### src/core/wckb_pkg.sv
// Package of constants and carriers for the wide classifier key builder
package wckb_pkg;
  localparam int PORT_W = 6;
  localparam int GIDX_W = 12;
  localparam int BITMAP_W = 53;
  localparam int DMAC_W = 48;
  localparam int AV_ADDR_W = 4;

  // Key subtype codes
  localparam logic [1:0] KEY_FULL_LINK_LAYER = 2'h0;
  localparam logic [1:0] KEY_NORMAL = 2'h1;
  localparam logic [1:0] KEY_IPV4_FIVE_TUPLE = 2'h2;
  localparam logic [1:0] KEY_CUSTOM_PAYLOAD = 2'h3;

  // Port mask modes
  localparam logic [1:0] MASK_MODE_DEFAULT = 2'h0;
  localparam logic [1:0] MASK_MODE_LOOPED = 2'h1;
  localparam logic [1:0] MASK_MODE_MASQ = 2'h2;
  localparam logic [1:0] MASK_MODE_SPECIAL = 2'h3;

  // Next index control codes of the previous action
  localparam logic [1:0] NXT_CTRL_NONE = 2'h0;
  localparam logic [1:0] NXT_CTRL_VALUE = 2'h1;
  localparam logic [1:0] NXT_CTRL_SERVICE = 2'h2;

  // Generic index default selections
  localparam logic [1:0] GIDX_DEF_ZERO = 2'h0;
  localparam logic [1:0] GIDX_DEF_LPORT = 2'h1;
  localparam logic [1:0] GIDX_DEF_MASQ = 2'h2;

  // Special physical source port numbers and the masquerade inject action code
  localparam logic [5:0] PORT_CPU_ZERO = 6'h35;
  localparam logic [5:0] PORT_CPU_ONE = 6'h36;
  localparam logic [5:0] PORT_VDEV_ZERO = 6'h37;
  localparam logic [5:0] PORT_VDEV_ONE = 6'h38;
  localparam logic [2:0] MASQ_INJECT_ACTION = 3'h5;

  // Mode 3 bitmap field positions
  localparam int BM_CPU_PORT_ZERO_BIT = 0;
  localparam int BM_CPU_PORT_ONE_BIT = 1;
  localparam int BM_VD0_BIT = 2;
  localparam int BM_VD1_BIT = 3;
  localparam int BM_SRC_LSB = 4;
  localparam int BM_PT_LSB = 44;
  localparam int BM_ACT_LSB = 49;

  // Bit in the destination MAC marking group addresses
  localparam int DMAC_MC_BIT = 40;
  localparam logic [47:0] DMAC_BROADCAST = 48'hFFFFFFFFFFFF;

  // Register word offsets (byte addresses)
  localparam logic [3:0] REG_CTRL = 4'h0;
  localparam logic [3:0] REG_LPORT = 4'h4;
  localparam logic [3:0] REG_STATUS = 4'h8;

  // Control and status register field positions
  localparam int CTRL_MASQ_BIT = 0;
  localparam int CTRL_CPU_BIT = 1;
  localparam int CTRL_VDEV_BIT = 2;
  localparam int CTRL_LBK3_BIT = 3;
  localparam int CTRL_GDEF_LSB = 4;
  localparam int STAT_MODE_LSB = 16;

  // Reset values
  localparam logic [5:0] CTRL_RESET = 6'h00;
  localparam logic [5:0] LPORT_RESET = 6'h00;

  typedef struct packed {
    logic [1:0] key_subtype_code;
    logic first_lookup;
    logic [5:0] phys_src_port;
    logic [5:0] hdr_src_port;
    logic injected;
    logic cpu_injected;
    logic from_loopback;
    logic [5:0] looped_port;
    logic [2:0] stage_action_code;
    logic [4:0] stage_point_code;
    logic [47:0] dmac;
    logic [1:0] next_index_control;
    logic [11:0] next_index_value;
    logic [11:0] service_index;
  } wckb_req_s;

  typedef struct packed {
    logic [1:0] key_subtype_code;
    logic first_lookup_flag;
    logic [5:0] logical_ingress_port;
    logic generic_index_from_service;
    logic [11:0] generic_index;
    logic [1:0] port_mask_mode;
    logic [52:0] ingress_port_bitmap;
    logic dest_multicast_flag;
    logic dest_broadcast_flag;
  } wckb_key_s;

  typedef struct packed {
    logic read;
    logic write;
    logic [3:0] address;
    logic [31:0] writedata;
  } wckb_av_req_s;
endpackage

### src/core/wckb_key_builder.sv
// Wide classifier key builder with its Avalon-MM configuration slave
module wckb_key_builder
  import wckb_pkg::*;
(
  // Clock and reset
  input wire logic i_clk,
  input wire logic i_rstn,
  // Avalon-MM slave
  input wire logic i_av_read,
  input wire logic i_av_write,
  input wire logic [AV_ADDR_W-1:0] i_av_address,
  input wire logic [31:0] i_av_writedata,
  output logic [31:0] o_av_readdata,
  output logic o_av_waitrequest,
  // Lookup request from the parser
  input wire logic i_req_valid,
  input wire wckb_req_s i_req,
  // Key to the match engine
  output logic o_key_valid,
  output wckb_key_s o_key
);

  typedef struct packed {
    logic masq_ena;
    logic cpu_ena;
    logic vdev_ena;
    logic lbk3_ena;
    logic [1:0] gidx_def_sel;
    logic [5:0] logical_port_number;
    logic waitreq;
    logic [31:0] rdata;
    logic key_valid;
    wckb_key_s key;
    logic [15:0] key_count;
  } wckb_state_s;

  wckb_state_s state_reg;
  wckb_state_s state_next;
  wckb_av_req_s av;

  assign av = '{read: i_av_read, write: i_av_write, address: i_av_address,
                writedata: i_av_writedata};

  always_comb begin
    logic masqueraded;
    logic is_special;
    logic [5:0] masq_port;
    logic [1:0] mode;
    logic [52:0] bitmap;
    logic [11:0] gidx;
    logic from_service;
    logic full_ll;
    logic bus_req;
    masqueraded = 1'b0;
    is_special = 1'b0;
    masq_port = '0;
    mode = MASK_MODE_DEFAULT;
    bitmap = '0;
    gidx = '0;
    from_service = 1'b0;
    full_ll = 1'b0;
    bus_req = 1'b0;
    state_next = state_reg;

    // Masquerade detection
    masqueraded = (i_req.injected && (i_req.hdr_src_port != i_req.phys_src_port)) ||
                  (i_req.stage_action_code == MASQ_INJECT_ACTION);
    masq_port = masqueraded ? i_req.hdr_src_port : i_req.phys_src_port;
    is_special = (i_req.cpu_injected && state_reg.cpu_ena) ||
                 (((i_req.phys_src_port == PORT_VDEV_ZERO) ||
                   (i_req.phys_src_port == PORT_VDEV_ONE)) && state_reg.vdev_ena) ||
                 (i_req.from_loopback && state_reg.lbk3_ena);

    // Highest qualifying mode first
    if (is_special) begin
      mode = MASK_MODE_SPECIAL;
    end else if (masqueraded && state_reg.masq_ena) begin
      mode = MASK_MODE_MASQ;
    end else if (i_req.from_loopback) begin
      mode = MASK_MODE_LOOPED;
    end else begin
      mode = MASK_MODE_DEFAULT;
    end

    unique case (mode)
      MASK_MODE_DEFAULT: begin
        bitmap = BITMAP_W'(1) << i_req.phys_src_port;
      end
      MASK_MODE_LOOPED: begin
        bitmap = BITMAP_W'(1) << i_req.looped_port;
      end
      MASK_MODE_MASQ: begin
        bitmap = BITMAP_W'(1) << masq_port;
      end
      MASK_MODE_SPECIAL: begin
        bitmap[BM_CPU_PORT_ZERO_BIT] = (i_req.phys_src_port == PORT_CPU_ZERO);
        bitmap[BM_CPU_PORT_ONE_BIT] = (i_req.phys_src_port == PORT_CPU_ONE);
        bitmap[BM_VD0_BIT] = (i_req.phys_src_port == PORT_VDEV_ZERO);
        bitmap[BM_VD1_BIT] = (i_req.phys_src_port == PORT_VDEV_ONE);
        bitmap[BM_SRC_LSB +: PORT_W] = masq_port;
        bitmap[BM_PT_LSB +: 5] = i_req.stage_point_code;
        bitmap[BM_ACT_LSB +: 3] = i_req.stage_action_code;
      end
    endcase

    // Generic index from the previous action, else the configured default
    if (i_req.next_index_control == NXT_CTRL_VALUE) begin
      gidx = i_req.next_index_value;
    end else if (i_req.next_index_control == NXT_CTRL_SERVICE) begin
      gidx = i_req.service_index;
      from_service = 1'b1;
    end else if (state_reg.gidx_def_sel == GIDX_DEF_LPORT) begin
      gidx = GIDX_W'(state_reg.logical_port_number);
    end else if (state_reg.gidx_def_sel == GIDX_DEF_MASQ) begin
      gidx = GIDX_W'(masq_port);
    end else begin
      gidx = '0;
    end

    // Key register, foreign fields zeroed
    full_ll = (i_req.key_subtype_code == KEY_FULL_LINK_LAYER);
    state_next.key_valid = i_req_valid;
    if (i_req_valid) begin
      state_next.key.key_subtype_code = i_req.key_subtype_code;
      state_next.key.first_lookup_flag = i_req.first_lookup;
      state_next.key.logical_ingress_port =
        full_ll ? state_reg.logical_port_number : '0;
      state_next.key.generic_index_from_service = full_ll ? 1'b0 : from_service;
      state_next.key.generic_index = full_ll ? '0 : gidx;
      state_next.key.port_mask_mode = mode;
      state_next.key.ingress_port_bitmap = bitmap;
      state_next.key.dest_multicast_flag = i_req.dmac[DMAC_MC_BIT];
      state_next.key.dest_broadcast_flag = (i_req.dmac == DMAC_BROADCAST);
      state_next.key_count = state_reg.key_count + 16'h0001;
    end

    // Bus slave: answer one cycle after the request appears
    bus_req = av.read || av.write;
    state_next.waitreq = !(bus_req && state_reg.waitreq);
    if (bus_req && state_reg.waitreq) begin
      state_next.rdata = '0;
      unique case (av.address)
        REG_CTRL: begin
          state_next.rdata[CTRL_MASQ_BIT] = state_reg.masq_ena;
          state_next.rdata[CTRL_CPU_BIT] = state_reg.cpu_ena;
          state_next.rdata[CTRL_VDEV_BIT] = state_reg.vdev_ena;
          state_next.rdata[CTRL_LBK3_BIT] = state_reg.lbk3_ena;
          state_next.rdata[CTRL_GDEF_LSB +: 2] = state_reg.gidx_def_sel;
        end
        REG_LPORT: begin
          state_next.rdata[PORT_W-1:0] = state_reg.logical_port_number;
        end
        REG_STATUS: begin
          state_next.rdata[15:0] = state_reg.key_count;
          state_next.rdata[STAT_MODE_LSB +: 2] = state_reg.key.port_mask_mode;
        end
        default: begin
          state_next.rdata = '0;
        end
      endcase
    end
    if (av.write && !state_reg.waitreq) begin
      if (av.address == REG_CTRL) begin
        state_next.masq_ena = av.writedata[CTRL_MASQ_BIT];
        state_next.cpu_ena = av.writedata[CTRL_CPU_BIT];
        state_next.vdev_ena = av.writedata[CTRL_VDEV_BIT];
        state_next.lbk3_ena = av.writedata[CTRL_LBK3_BIT];
        state_next.gidx_def_sel = av.writedata[CTRL_GDEF_LSB +: 2];
      end else if (av.address == REG_LPORT) begin
        state_next.logical_port_number = av.writedata[PORT_W-1:0];
      end
    end
  end

  always_ff @(posedge i_clk) begin
    if (!i_rstn) begin
      state_reg <= '0;
      state_reg.waitreq <= 1'b1;
      {state_reg.masq_ena, state_reg.cpu_ena, state_reg.vdev_ena,
       state_reg.lbk3_ena, state_reg.gidx_def_sel} <= CTRL_RESET;
      state_reg.logical_port_number <= LPORT_RESET;
    end else begin
      state_reg <= state_next;
    end
  end

  assign o_av_readdata = state_reg.rdata;
  assign o_av_waitrequest = state_reg.waitreq;
  assign o_key_valid = state_reg.key_valid;
  assign o_key = state_reg.key;

endmodule

### config.mk
export PLATFORM = sky130hd
export DESIGN_NAME = wckb_key_builder
export DESIGN_NICKNAME = d
export VERILOG_FILES = /design/src/core/wckb_pkg.sv /design/src/core/wckb_key_builder.sv
export SDC_FILE = /design/constraint.sdc
export NUM_CORES = 1
export LEC_CHECK = 0
export ABC_AREA = 1
export BUFFER_PORTS_ARGS = -buffer_cell sky130_fd_sc_hd__buf_2
export CAP_MARGIN = 20
export CORE_ASPECT_RATIO = 0.8
export CORE_MARGIN = 10
export CORE_UTILIZATION = 52
export DETAILED_ROUTE_END_ITERATION = 8
export PLACE_DENSITY = 0.91
export SLEW_MARGIN = 20
export SYNTH_ARGS = -nofsm -noshare
export SYNTH_HDL_FRONTEND = slang
export SYNTH_SLANG_ARGS = --single-unit
### constraint.sdc
create_clock -name i_clk -period 3.1 [get_ports i_clk]
set_clock_uncertainty 0.2 [all_clocks]
set_input_delay 0.62 -clock i_clk [delete_from_list [all_inputs] [get_ports i_clk]]
set_output_delay 0.62 -clock i_clk [all_outputs]
set_load 0.05 [all_outputs]
# Word level (Yosys, flattened, before mapping)
# Index checks and enable logic that the tools add are counted.
# totals
word_cells	78
reg_bits	127
out_inout_bits	113
# op_classes
n_mux	19
eq_ne	16
reduce_logical	19
n_addsub	1
n_bitwise	1
shift	3
# ops
op	n
$shl 1x6->53 const A	3
$pmux 34 s3	1
$eq 48x48->1 const B	1
$mux 12	4
$pmux 10 s4	1
$pmux 8 s4	1
$eq 6x6->1 const B	4
$mux 6	4
$pmux 6 s3	1
$add 16x1->16 const B	1
$eq 2x2->1 const B	4
$logic_and 1x1->1	7
$eq 2x1->1 const B	3
$ne 6x6->1	1
$logic_or 1x1->1	5
$eq 4x3->1 const B	1
$eq 4x4->1 const B	1
$logic_not 2->1	2
$logic_not 4->1	1
$mux 1	4
$mux 2	2
$eq 3x3->1 const B	1
$pmux 1 s3	1
$reduce_and 3->1	1
3 further kinds	4

# Logic depth before layout (Yosys ltp)
# Gate-level depths: netlist (run 1).
# logic_depth
depth_word	9
ltp_mapped	17
mapped_depth_nobuf	16

# Least setup slack after synthesis (run 1)
# Ideal clock, no wire load.
# synth_path
path_kind	input to register
from	in i_req[100] (netlist bit)
to	reg state_reg, in the netlist o_key[6]
required_time_ns	2.787
setup_ns	0.113
arrival_ns	2.210
stages	15
setup_slack_ns	0.577
cell_sequence	buf_4 > nor2_1 > nand2_1 > a21oi_1 > nand2_1 > nand2_1 > inv_1 > buf_2 > nand3_2 > nor2_2 > buf_2 > a22oi_1 > nand2_1 > o21ai_1 > inv_1
# synth_between
elab_chain_len	8
word_cells_on_any_way	20
classes_between	eq/ne (6); shift (2); mux (4); reduce/logical (8)
# synth_lines
item	line	text
from (decl)	wckb_key_builder.sv:17	input wire wckb_req_s i_req,
$ne 6x6->1 (tied with other cells)	wckb_key_builder.sv:66	masqueraded = (i_req.injected && (i_req.hdr_src_port != i_req.phys_src_port)) ||
$logic_and 1x1->1 / $logic_or 1x1->1 (equally long branches)	wckb_key_builder.sv:66, wckb_key_builder.sv:70	
$logic_or 1x1->1 / $logic_and 1x1->1 (equally long branches)	wckb_key_builder.sv:66, wckb_key_builder.sv:71	
$logic_and 1x1->1 / $logic_or 1x1->1 (equally long branches)	wckb_key_builder.sv:77, wckb_key_builder.sv:69	
$mux 2 / $logic_or 1x1->1 (equally long branches)	wckb_key_builder.sv:77, wckb_key_builder.sv:71	
$mux 2	wckb_key_builder.sv:75	if (is_special) begin
$eq 2x2->1 (tied with other cells)	wckb_key_builder.sv:85	unique case (mode)
$pmux 10 s4 (*)	wckb_key_builder.sv:85	
to (signal assigned)	wckb_key_builder.sv:183	state_reg <= state_next;
to (decl)	wckb_key_builder.sv:37	wckb_state_s state_reg;
# Mark *: on every way between the ends. The rest lies on a longest branch, timed or not.
# A chain may end at the register's enable or synchronous reset.

# Worst setup path in the final report (run 1)
# layout_path
from	in i_req[97] (netlist bit)
to	reg state_reg, in the netlist o_key[36]
# layout_between
elab_chain_len	8
word_cells_on_any_way	19
classes_between	eq/ne (5); shift (2); mux (4); reduce/logical (8)
# layout_lines
item	line
$ne 6x6->1 (tied with other cells)	wckb_key_builder.sv:66
$logic_and 1x1->1 / $logic_or 1x1->1 (equally long branches)	wckb_key_builder.sv:66, wckb_key_builder.sv:70
$logic_or 1x1->1 / $logic_and 1x1->1 (equally long branches)	wckb_key_builder.sv:66, wckb_key_builder.sv:71
$logic_and 1x1->1 / $logic_or 1x1->1 (equally long branches)	wckb_key_builder.sv:77, wckb_key_builder.sv:69
$mux 2 / $logic_or 1x1->1 (equally long branches)	wckb_key_builder.sv:77, wckb_key_builder.sv:71
$mux 2	wckb_key_builder.sv:75
$eq 2x2->1 (tied with other cells)	wckb_key_builder.sv:85
$pmux 34 s3 (*)	wckb_key_builder.sv:85
# Marks and branches as above.

==> summary by stage, run 1 <==
Synth
The synthesized netlist occupies a cell area of 8300 µm². The share of the Yosys chip area taken by registers is between 30% and 40%. The number of instances in the synthesized netlist is 1,348.

After synthesis the netlist holds a flip-flop and latch count of 127. Yosys printed 0 warnings. Of all cell types, the one taking the most synthesized area is sky130_fd_sc_hd__dfxtp_1. The post-synthesis cell type count is 36.

In the post-synthesis netlist, the biggest area contributors are sky130_fd_sc_hd__dfxtp_1 (31%), sky130_fd_sc_hd__nand2_1 (16%), sky130_fd_sc_hd__buf_4 (10%). The top-area cell type share of the netlist area is 30.63%. The average instance in the mapped netlist occupies 6.158 µm².

Setup path
Setup slack on the worst reg-to-reg path comes out at 0.91 ns. STA puts the critical path data arrival time at 2.78 ns. The startpoint type of the worst setup path is a primary input. Along the worst path, the maximum fanout reaches 26.

The startpoint of the worst register-to-register path is state_reg[2]. The critical path class is in -> reg. The sort of element at the end of the critical path is a register. The critical path required time is 3.24 ns. The most critical setup path has its startpoint at i_req[97].

Clock tree
The number of hold buffers added after CTS was 0. The CTS tree is done. The total number of H-tree levels is 4. The clock root buffer is sky130_fd_sc_hd__clkbuf_16. The clock net sink count is 127.

Buffers added to address setup during post-CTS repair amount to 0. The later-pin clock latency in the skew report is 0.42 ns. The quantity of gates resized following cts is 0. The clock edge transition at the registers on the reported setup and hold paths is 0.05 ns. The maximum number of buffers from clock root to sink is 2. Counting the buffers created by CTS gives 17.

Power and ir drop
Across the VDD grid, the largest voltage drop is roughly 400 µV. The internal cell power is 0.003003 W. Summed over all cells, the static leakage comes to 4.588 nW. In this run, the combinational gates consume 18.0% of the power. The final total power is 0.004413 W. For this design the total switching power over the nets is 0.001410 W. Sequential cells burn 38.5% of the power. Net switching is 31.96% of the power.

The power density of the placed cells is around 460 nW/µm². The clock network burns 43.5% of the power.

Global route
The largest net degree at the start of global routing is 50. The number of global-route vias before repair is 8,363. Global routing consumed, over all layers together, 26.29% of the routing resources. The first global-routing pass estimated 45,710 µm of wire. The initial antenna violation count is 3. Summed over all layers, the global routing overflow is 0.

Detailed routing
In the final routed layout, each cell accounts on average for 17.53 µm. The routed via count is around 9,000. The first detailed-routing pass took 6 iterations. The total wire length is 29,730 µm.

After the first detailed-routing iteration, the DRC count stood at between 900 and 1,000. Once detail routing completed, the nets flagged for antenna violations numbered 0. The average vias per placed instance is between 5 and 6. For this run, design rule violations remaining after detail routing come to 0.

Timing
The worst relative slew slack is 50.21%. The number of pins with negative max-slew slack in the final report came to 0. The post-route setup TNS is 0 ns. Subtracting the final worst setup slack from the clock period gives about 2.6 ns. The number of hold violations in the final report is 0. The period utilization is 85.07%. The slew at the pin with the worst max-slew slack is 0.7411 ns.

The number of setup violations in the final report is 0. Setup repair after global routing left no endpoint under its margin. The top achievable clock speed is 0.3792 GHz.

Layout
The post-layout net count is 1,614. The post-route netlist has a little over a fifth of its cells at a drive strength greater than 1. Measured on the finished design, the core utilization comes to 60.67%. The layout filler cell count is approximately 1,500.

The final instance area is between 9000 and 10,000 µm². The flip-flop count of the largest register after layout is between 70 and 80. The layout overhead on the synthesized area is 14.74%.

Placement
Detailed placement finished with a half-perimeter wire length of about 23,000 µm. The number of buffer cells added on primary ports is 219. Once placement finished, the instance area stood at 8956 µm².

At the end of routability-driven placement, the weighted congestion stood at 1.048.

Floorplan
The count of standard-cell rows is a little over 40. The floorplan step set the die height to 133.0 µm. The core region is about 16,000 µm². The floorplan step defined a die boundary enclosing around 21,000 µm². From left edge to right edge, the die measures 161.3 µm.

The number of ports placed on the die boundary is 260. The initial cell density of the core is a little over half.

Min path
The tightest min-delay check is of the in -> reg type. The worst min-delay path startpoint is i_req[103].

Status
The run finished with clean final reports.

Flow run
The tool flagged a number of max-cap violations equal to 0.
-- critical path: stages --
cell and delay [ns]:
sky130_fd_sc_hd__buf_2 0.14, sky130_fd_sc_hd__nand2_1 0.15, sky130_fd_sc_hd__inv_1 0.06, sky130_fd_sc_hd__nand2_1 0.21, sky130_fd_sc_hd__a21oi_1 0.12, sky130_fd_sc_hd__nand2_1 0.07, sky130_fd_sc_hd__nand2_1 0.10, sky130_fd_sc_hd__nor2_1 0.22
sky130_fd_sc_hd__nand2_2 0.16, sky130_fd_sc_hd__nor2_2 0.16, sky130_fd_sc_hd__buf_12 0.19, sky130_fd_sc_hd__nand3_1 0.08, sky130_fd_sc_hd__nand2_1 0.16, sky130_fd_sc_hd__inv_1 0.06, sky130_fd_sc_hd__nand2_1 0.07, sky130_fd_sc_hd__nand2_1 0.06
sky130_fd_sc_hd__a21oi_1 0.13
-- cell usage in the layout (no fill, tap or decap), types with 2 or more instances in the layout --
cell type,n
sky130_fd_sc_hd__clkinv_1,2
sky130_fd_sc_hd__o22ai_1,7
sky130_fd_sc_hd__o211ai_1,2
sky130_fd_sc_hd__inv_1,123
sky130_fd_sc_hd__nand3_1,119
sky130_fd_sc_hd__clkinvlp_4,3
sky130_fd_sc_hd__diode_2,2
sky130_fd_sc_hd__nand4_1,36
sky130_fd_sc_hd__conb_1,14
sky130_fd_sc_hd__clkbuf_16,17
sky130_fd_sc_hd__clkinv_2,3
sky130_fd_sc_hd__buf_4,38
sky130_fd_sc_hd__nor4_1,10
sky130_fd_sc_hd__nand2_4,3
sky130_fd_sc_hd__or2_2,6
sky130_fd_sc_hd__o21ai_2,2
sky130_fd_sc_hd__buf_2,219
sky130_fd_sc_hd__inv_2,5
sky130_fd_sc_hd__buf_12,4
sky130_fd_sc_hd__inv_8,2
sky130_fd_sc_hd__dfxtp_1,127
sky130_fd_sc_hd__nor3_1,27
sky130_fd_sc_hd__inv_6,3
sky130_fd_sc_hd__a22oi_1,2
sky130_fd_sc_hd__nor2_2,5
sky130_fd_sc_hd__nand3_2,3
sky130_fd_sc_hd__nand3b_1,8
sky130_fd_sc_hd__o21ai_0,54
sky130_fd_sc_hd__clkinv_4,2
sky130_fd_sc_hd__nand2_1,359
sky130_fd_sc_hd__nor2_1,145
sky130_fd_sc_hd__o21ai_1,6
sky130_fd_sc_hd__a21oi_1,111
sky130_fd_sc_hd__nand2_2,3
-- cell usage after synthesis (all sizes together) --
master,n
conb,1
o21ai,62
inv,128
or2,6
clkbuf,41
nand4,36
clkinv,2
nand2,365
o31ai,1
nor4,10
a21oi,111
a22oi,2
nand3,122
buf,134
nor3,29
ha,1
o211ai,2
nor3b,1
dfxtp,127
o22ai,7
nor2,151
o221ai,1
nand3b,8
-- stage by stage --
step | std cells | hold slack (ns) | setup slack [ns]
finish | 1696 | 0.2373 | 0.4628
global route | 1696 | 0.2685 | 0.2915
CTS | 1694 | 0.2306 | 0.5734
detailed placement | 1662 | 0.2507 | 0.1427
global placement | 1662 | 0.2469 | 0.1767
floorplan | 1361 | 0.2391 | 0.5773
-- per-layer routing --
metal,vias up,share of wire (%),global-route usage [%]
met1,4087,43,35.14
met4,2,2.7,8.829
met5,-,0.037,0
met2,529,43,39.47
met3,71,11,7.750
li1,4459,-,-
-- power by group through the flow --
| stage | registers [W] | logic, W | clock network, W |
|---|---|---|---|
| after floorplan | 0.00173 | 0.000564 | 0 |
| after CTS | 0.00170 | 0.000777 | 0.00194 |
| after global placement | 0.00173 | 0.000767 | 0 |
| after global routing | 0.00170 | 0.000847 | 0.00202 |
| final | 0.00170 | 0.000793 | 0.00192 |
| after detailed placement | 0.00173 | 0.000774 | 0 |
-- layout make-up --
cell class              count  area, µm²  share of cell area [%]
flip-flops and latches    127       2542                   26.69
clock buffers              18      429.2                   4.506
clock inverters            14      133.9                   1.406
well taps                 215      269.0                   2.824
repair buffers            261       1461                   15.34
inverters                 130      488.0                   5.123
diodes                      2      5.005                 0.05255
multi-input cells         929       4195                   44.05
-- cell families after synthesis --
family | after synthesis | share of synthesized area, %
AO/OA/AOI/OAI | 186 | 11.61
AND/OR/NAND/NOR | 728 | 38.15
buffers and inverters | 305 | 19.42
flip-flops | 127 | 30.63
adder cells (fa/ha/maj) | 1 | 0.1507
other | 1 | 0.04518
-- path summary, 6_finish.rpt --
path / endpoint / depth (start not counted)
max: o_key[36] / 17
min: o_key[76] / 3
max reg2reg: state_reg[13] / 11
min reg2reg: o_key[1] / 2
No activity file was read; power rests on OpenSTA's default activity.
==> inputs of run 2 (changes only) <==
--- a/config.mk
+++ b/config.mk
@@ -12,7 +12,9 @@
 export CORE_MARGIN = 10
 export CORE_UTILIZATION = 52
 export DETAILED_ROUTE_END_ITERATION = 8
+export HOLD_SLACK_MARGIN = 0.06
 export PLACE_DENSITY = 0.91
+export REMOVE_ABC_BUFFERS = 1
 export SLEW_MARGIN = 20
 export SYNTH_ARGS = -nofsm -noshare
 export SYNTH_HDL_FRONTEND = slang
==> run 2 against run 1 <==
  * Utilization grew 1.1 points
  * Non-clock buffer count grew 15
  * Cell count grew 1.1%
  * Worst setup slack gained 0.066 ns
  * Fmax grew 2.6%
  * Wire length shrank 0.57%
  * Register-to-register slack is essentially flat
  * Clock-buffer cell count grew 4
  * Global-route usage grew 0.34 points
  * Hold slack gained 0.0052 ns
  * Clock power grew 6%
  * Largest cell class unchanged
  * Largest power group unchanged
==> summary by stage, run 2 (same netlist as run 1, synthesis figures left out) <==
Status
The flow ran to the end, and the final reports show no timing, DRC or antenna violations.

Detailed routing
The count of routing violations after the opening detailed-route iteration is 1,041 (+10%). The number of DRC violations after detailed routing came to 0 (unchanged). The total wire length came to 29,560 µm (-0.57%). The detailed-route wire length per cell came to 17.25 µm (-1.6%). The residual antenna-violating net count after detailed routing is 0 (unchanged).

The average vias per placed instance came to 5.400 (+0.12%). The routed via count is 9,256 (+1.2%). The first-pass iteration count of the detailed router is 6 (unchanged).

Min path
The path class of the tightest hold or removal check is in -> reg. The worst min-delay path startpoint is i_req[103].

Clock tree
The maximum number of buffers from clock root to sink is 2 (unchanged). The tree is rooted in a sky130_fd_sc_hd__clkbuf_16. The count of buffers added by post-CTS timing repair for setup is 0 (unchanged).

The total number of H-tree levels was 4 (unchanged). The number of clock buffers inserted by TritonCTS was 17 (unchanged). The clock edge transition at the registers on the reported setup and hold paths is 0.05 ns (about the same).

TritonCTS built the clock tree. The clock net sink count is 127 (unchanged). The quantity of gates resized following cts came to 0 (unchanged). The hold buffer count at cts is 0 (unchanged). The later-pin clock latency in the skew report is 0.41 ns (about the same).

Global route
The aggregate global-route resource usage is 26.63% (+0.34 points). The met2 demand-to-capacity share in global routing is 40.67% (+1.2 points). The sum of overflow across all layers after global routing was 0 (unchanged). The initial antenna violation count came to 5 (+2). The routing usage on met3 came to 8.834% (+1.1 points). The global-route met1 utilization is 33.81% (-1.3 points). The number of global-route vias before repair is 8,719 (+4.3%). The largest net degree at the start of global routing was 68 (+36%). The global-route wire length before repair was 46,660 µm (+2.1%). The most heavily used metal layer in global routing is met2.

Timing
The period utilization is 82.93% (-2.1 points). The number of pins with negative max-slew slack in the final report is 0 (unchanged). The number of setup violations in the final report is 0 (unchanged). Setup repair after global routing left no endpoint under its margin. The slew at the pin with the worst max-slew slack is 0.7669 ns (+0.02573 ns). The top achievable clock speed was 0.3890 GHz (+2.6%). The worst relative slew slack came to 48.82% (-1.4 points). The number of hold violations in the final report was 0 (unchanged). The post-route setup TNS is 0 ns (unchanged). The time the worst path needs with I/O delays and setup came to 2.571 ns (-0.06632 ns).

Floorplan
The die boundary width is 161.3 µm (unchanged). The initial cell density of the core is 52.88% (unchanged). The core outline area is 15,700 µm² (unchanged). The number of ports placed on the die boundary is 260 (unchanged). The count of standard-cell rows is 41 (unchanged). The height of the chip is 133.0 µm (unchanged). The total die area is 21,450 µm² (unchanged).

Layout
The ratio of cells with drive above 1 in the final layout is 22.37% (+0.60 points). The most common cell after layout, fill and taps aside is sky130_fd_sc_hd__nand2_1. The post-layout net count is 1,629 (+0.93%). In the layout the commonest cells are sky130_fd_sc_hd__nand2_1 (359), sky130_fd_sc_hd__buf_2 (219), sky130_fd_sc_hd__nor2_1 (145), sky130_fd_sc_hd__dfxtp_1 (127), sky130_fd_sc_hd__inv_1 (123). The post-layout instance count excluding filler cells is 1,714 (+1.1%). Compared with the post-synthesis result, the final layout area differs by 16.79%. The flip-flop count of the largest register after layout is 79 (unchanged).

The layout filler cell count is 1,533 (-0.90%).

Setup path
STA classifies the critical path endpoint as a register. Walking the worst path, the cells encountered are buf_2, inv_1, nand2_1, nand2_1, nor2_1, nand3_2, nand2_4, nand2_4, nand2_1, nand2_1, nor2_1, nand2_1, nor2_1, buf_4, nand2_1, nand2_1, nand2_1, a21oi_1. The slowest stage of the critical path is the sky130_fd_sc_hd__nand2_1 cell.

The arrival time reported for the critical path endpoint is 2.71 ns (-0.07 ns). The largest stage delay on the critical path was 0.19 ns (-0.03 ns). The startpoint of the worst register-to-register path is state_reg[139]. The start point of the critical path is i_req[99]. The largest fanout of any net on the critical path is 14 (-46%). The critical path required time is 3.24 ns (about the same). The critical path is of the in -> reg type. The most used cell along the critical path is sky130_fd_sc_hd__nand2_1.

The startpoint type of the worst setup path is a primary input.

Placement
The number of buffer cells added on primary ports is 219 (unchanged). The HPWL after detailed placement is 22,250 µm (-2.8%). The weighted congestion at the end of routability-driven global placement is 1.049 (about the same).

The number of cells after detailed placement is 1,677 (+0.90%).

Flow run
The reported max-cap violation count is 0 (unchanged).

Power and ir drop
The reported leakage power is 4.681 nW (+2.0%). The largest vdd supply drop is 380.8 µV (-3.8%). The power density of the placed cells is 469.0 nW/µm² (+1.2%).
==> run 2: metrics by stage <==
stage | hold WS, ns | setup WS (ns) | util, % | area (µm²) | power (W)
after global placement | 0.2480 | 0.1795 | 57.85 | 9081 | 0.002515
after global routing | 0.2542 | 0.3123 | 61.72 | 9689 | 0.004709
after CTS | 0.2356 | 0.5733 | 61.66 | 9679 | 0.004561
after floorplan | 0.2385 | 0.2339 | - | 7226 | 0.002177
final | 0.2425 | 0.5291 | 61.76 | 9694 | 0.004546
after detailed placement | 0.2519 | 0.1504 | 57.85 | 9081 | 0.002525
==> run 2: layer usage <==
| metal | up-vias | share of wire (%) | routed length, µm |
|---|---|---|---|
| met5 | - | 0 | 0 |
| met2 | 556 | 44 | 12940 |
| li1 | 4495 | - | - |
| met1 | 4135 | 41 | 12230 |
| met4 | 0 | 3.1 | 907 |
| met3 | 70 | 12 | 3477 |
==> run 2: layout make-up <==
| type | instances | area [µm²] | area share [%] |
|---|---|---|---|
| multi-input cells | 929 | 4195 | 43.28 |
| flip-flops and latches | 127 | 2542 | 26.23 |
| repair buffers | 276 | 1587 | 16.37 |
| inverters | 130 | 488.0 | 5.034 |
| clock buffers | 22 | 464.2 | 4.788 |
| well taps | 215 | 269.0 | 2.775 |
| clock inverters | 9 | 133.9 | 1.381 |
| diodes | 6 | 15.01 | 0.1549 |
==> run 2: path summary, 6_finish.rpt <==
path               endpoint  slack (ns)  depth (start not counted)
hold / removal    o_key[76]        0.24                          3
hold reg to reg   o_key[26]        0.26                          2
setup / recovery  o_key[19]        0.53                         18
setup reg to reg  o_key[36]        0.90                         15
==> run 2: worst max-delay path, delay by kind of cell <==
kind                   cells  cell delay [ns]
AO/OA/AOI/OAI              1             0.16
buffers and inverters      3             0.40
AND/OR/NAND/NOR           14             1.53
==> run 2: report_power, final <==
group | internal (W) | switching, W | total [W]
sequential | 0.00168 | 0.0000213 | 0.00170
combinational | 0.000224 | 0.000588 | 0.000812
clock | 0.00130 | 0.000732 | 0.00204
total | 0.00321 | 0.00134 | 0.00455
==> inputs of run 3 (changes only) <==
==> constraint.sdc (replaced) <==
create_clock -name i_clk -period 2.6 [get_ports i_clk]
set_clock_uncertainty 0.2 [all_clocks]
set_input_delay 0.52 -clock i_clk [delete_from_list [all_inputs] [get_ports i_clk]]
set_output_delay 0.52 -clock i_clk [all_outputs]
set_load 0.05 [all_outputs]
==> run 3 against run 2 <==
  * First-iteration DRC count is 2.0% lower
  * Power increased by 28%
  * Sequential share of layout area decreased by 1.1 points
  * Non-clock buffer count up 43
  * Register-to-register slack worse by 0.52 ns
  * Cell area increased by 4.3%
  * Clock power increased by 35%
  * Cell count increased by 2.4%
  * Sequential cell count unchanged
  * Critical path depth is 3 lower
  * Largest cell class unchanged
==> summary by stage, run 3 (same netlist as run 1, synthesis figures left out) <==
Timing
The number of hold violations in the final report is 0 (unchanged). The top achievable clock speed is 0.4137 GHz. The number of setup violations in the final report is 0 (unchanged).

The number of pins with negative max-slew slack in the final report is 0 (unchanged). The post-route setup TNS was 0 ns (unchanged). The slew at the pin with the worst max-slew slack was 0.6379 ns (-0.1290 ns). Setup repair after global routing left no endpoint under its margin.

In the finished design, the share of the clock period the worst path needs comes to a little over 90%. Subtracting the final worst setup slack from the clock period gives about 2.4 ns. The worst relative slew slack is 57.15% (+8.3 points).

The final-layout worst hold slack is 0.1225 ns (-0.1200 ns).

Power and ir drop
The reported net switching power was 0.001695 W (+26%). The power density of the placed cells is 574.4 nW/µm² (+22%). The clock network fraction of design power came to 47.5% (+2.7 points). The reported leakage power was 4.930 nW (+5.3%). The final total power is 0.005809 W (+28%). The combinational power share is 17.6% (-0.3 points). The internal cell power came to 0.004115 W (+28%). The switching power as a share of total power is 29.17% (-0.33 points). The largest vdd supply drop was 478.8 µV (+26%). The register share of total power is 34.8% (-2.5 points).

Setup path
The largest stage delay on the critical path was 0.28 ns (+0.09 ns). The critical path class is in -> reg. Traced cell by cell, the critical path runs through buf_2, inv_1, buf_4, nand3_1, a21oi_1, nand2_1, nand2_1, inv_2, nand3_2, nor3_4, buf_4, nand2_1, nand3_1, nand2_1, a21oi_1.

The kind of cell adding the most delay to the critical path is simple AND/OR/NAND/NOR gates. The slack of the worst reg-to-reg path is 0.38 ns (-0.52 ns). The number of buffers and inverters on the critical path is 5 (+2). STA classifies the critical path endpoint as a register. The largest fanout of any net on the critical path came to 6 (-8). The largest individual stage delay along the critical path comes from the cell sky130_fd_sc_hd__nor3_4. The arrival time reported for the critical path endpoint was 2.58 ns (-0.13 ns). Counting stages on the worst path, the most repeated cell is sky130_fd_sc_hd__nand2_1.

The startpoint type of the worst setup path is a primary input. The critical path required time is 2.76 ns (-0.48 ns).

Status
The run finished with clean final reports.

Clock tree
The tree is rooted in a sky130_fd_sc_hd__clkbuf_16. The clock edge transition at the registers on the reported setup and hold paths is 0.06 ns (about the same). The total number of H-tree levels came to 4 (unchanged). The clock net sink count was 127 (unchanged). The number of clock buffers inserted by TritonCTS came to 17 (unchanged). The maximum number of buffers from clock root to sink came to 2 (unchanged).

The CTS tree is done. The hold buffer count at cts is 0 (unchanged). The quantity of gates resized following cts is 0 (unchanged).

The count of buffers added by post-CTS timing repair for setup is 0 (unchanged). The later-pin clock latency in the skew report is 0.43 ns (+0.02 ns).

Flow run
The reported max-cap violation count came to 0 (unchanged).

Detailed routing
The detailed-route wire length per cell came to 17.36 µm (+0.67%). The average vias per placed instance was 5.338 (-1.1%). The routed via count is 9,369 (+1.2%). The first-pass iteration count of the detailed router was 6 (unchanged).

The total wire length is 30,470 µm (+3.1%). The number of DRC violations after detailed routing is 0 (unchanged). The residual antenna-violating net count after detailed routing is 0 (unchanged). The count of routing violations after the opening detailed-route iteration came to 1,020 (-2.0%).

Global route
The global-route wire length before repair was 47,380 µm (+1.5%). The largest net degree at the start of global routing is 68 (unchanged). The aggregate global-route resource usage is 27.34% (+0.71 points). The number of global-route vias before repair is 8,803 (+0.96%). The sum of overflow across all layers after global routing is 0 (unchanged). The initial antenna violation count is 4 (-1).

Floorplan
The core outline area is 15,700 µm² (unchanged). The die boundary width was 161.3 µm (unchanged). The total die area is 21,450 µm² (unchanged). The initial cell density of the core is 52.88% (unchanged). The count of standard-cell rows was 41 (unchanged).

The height of the chip is 133.0 µm (unchanged). The number of ports placed on the die boundary is 260 (unchanged).

Layout
The post-layout instance count excluding filler cells is 1,755 (+2.4%). The most common cell after layout, fill and taps aside is sky130_fd_sc_hd__nand2_1. The post-layout net count is 1,672 (+2.6%).

The final core area utilization is 64.43% (+2.7 points). Compared with the post-synthesis result, the final layout area differs by 21.86%. The area of combinational cells with multiple inputs is 4205 µm² (+0.24%). The flip-flop count of the largest register after layout is 79 (unchanged).

The combined flip-flop and latch cell area was 2542 µm² (unchanged). The layout filler cell count was 1,498 (-2.3%). The ratio of cells with drive above 1 in the final layout is 24.87% (+2.5 points). In the layout the commonest cells are sky130_fd_sc_hd__nand2_1 (358), sky130_fd_sc_hd__buf_2 (219), sky130_fd_sc_hd__nor2_1 (144), sky130_fd_sc_hd__dfxtp_1 (127), sky130_fd_sc_hd__inv_1 (122).

Placement
The number of buffer cells added on primary ports is 219 (unchanged). The weighted congestion at the end of routability-driven global placement was 1.003 (-4.3%). The HPWL after detailed placement is 23,110 µm (+3.9%).

The number of cells after detailed placement is 1,720 (+2.6%).

Min path
The class of the worst hold path is in -> reg.
run 3: worst min-delay path: cells and delay by family:
family | cells | cell delay, ns
buffers and inverters | 1 | 0.08
and+or+nand+nor | 2 | 0.12
run 3: final cells by class:
cell class | count | share of cell area [%]
Clock inverter | 13 | 2.338
Multi-Input combinational cell | 929 | 41.58
Sequential cell | 127 | 25.14
Inverter | 130 | 4.824
Clock buffer | 18 | 4.243
Tap cell | 215 | 2.660
Timing Repair Buffer | 319 | 19.12
Antenna cell | 4 | 0.09896
run 3: power groups by stage:
stage	sequential, W	clock [W]	combinational, W
2_1_floorplan	0.00223	0	0.000367
3_3_place_gp	0.00206	0	0.000993
3_5_place_dp	0.00207	0	0.00101
4_1_cts	0.00202	0.00278	0.00101
5_1_grt	0.00203	0.00287	0.00110
6_report	0.00202	0.00276	0.00102
run 3: per-stage QoR:
stage | instance area [µm²] | setup slack [ns]
floorplan | 7226 | -0.1661
global placement | 9429 | -0.3340
detailed placement | 9429 | -0.3465
CTS | 10090 | 0.09030
global route | 10110 | 0.005927
finish | 10110 | 0.1827
run 3: layer usage:
| metal | wire length, µm | track usage [%] | vias to the layer above |
|---|---|---|---|
| li1 | - | - | 4567 |
| met1 | 12850 | 34.50 | 4223 |
| met2 | 13880 | 42.89 | 538 |
| met3 | 3235 | 9.113 | 41 |
| met4 | 509 | 9.031 | 0 |
| met5 | 0 | 0 | - |
run 3: worst paths after layout:
| path | from | depth (start not counted) | endpoint |
|---|---|---|---|
| worst min register to register | o_key[72] | 2 | o_key[72] |
| worst min-delay path | i_req[103] | 3 | o_key[76] |
| worst max-delay path | i_req[99] | 15 | o_key[22] |
| worst max register to register | state_reg[139] | 12 | o_key[22] |
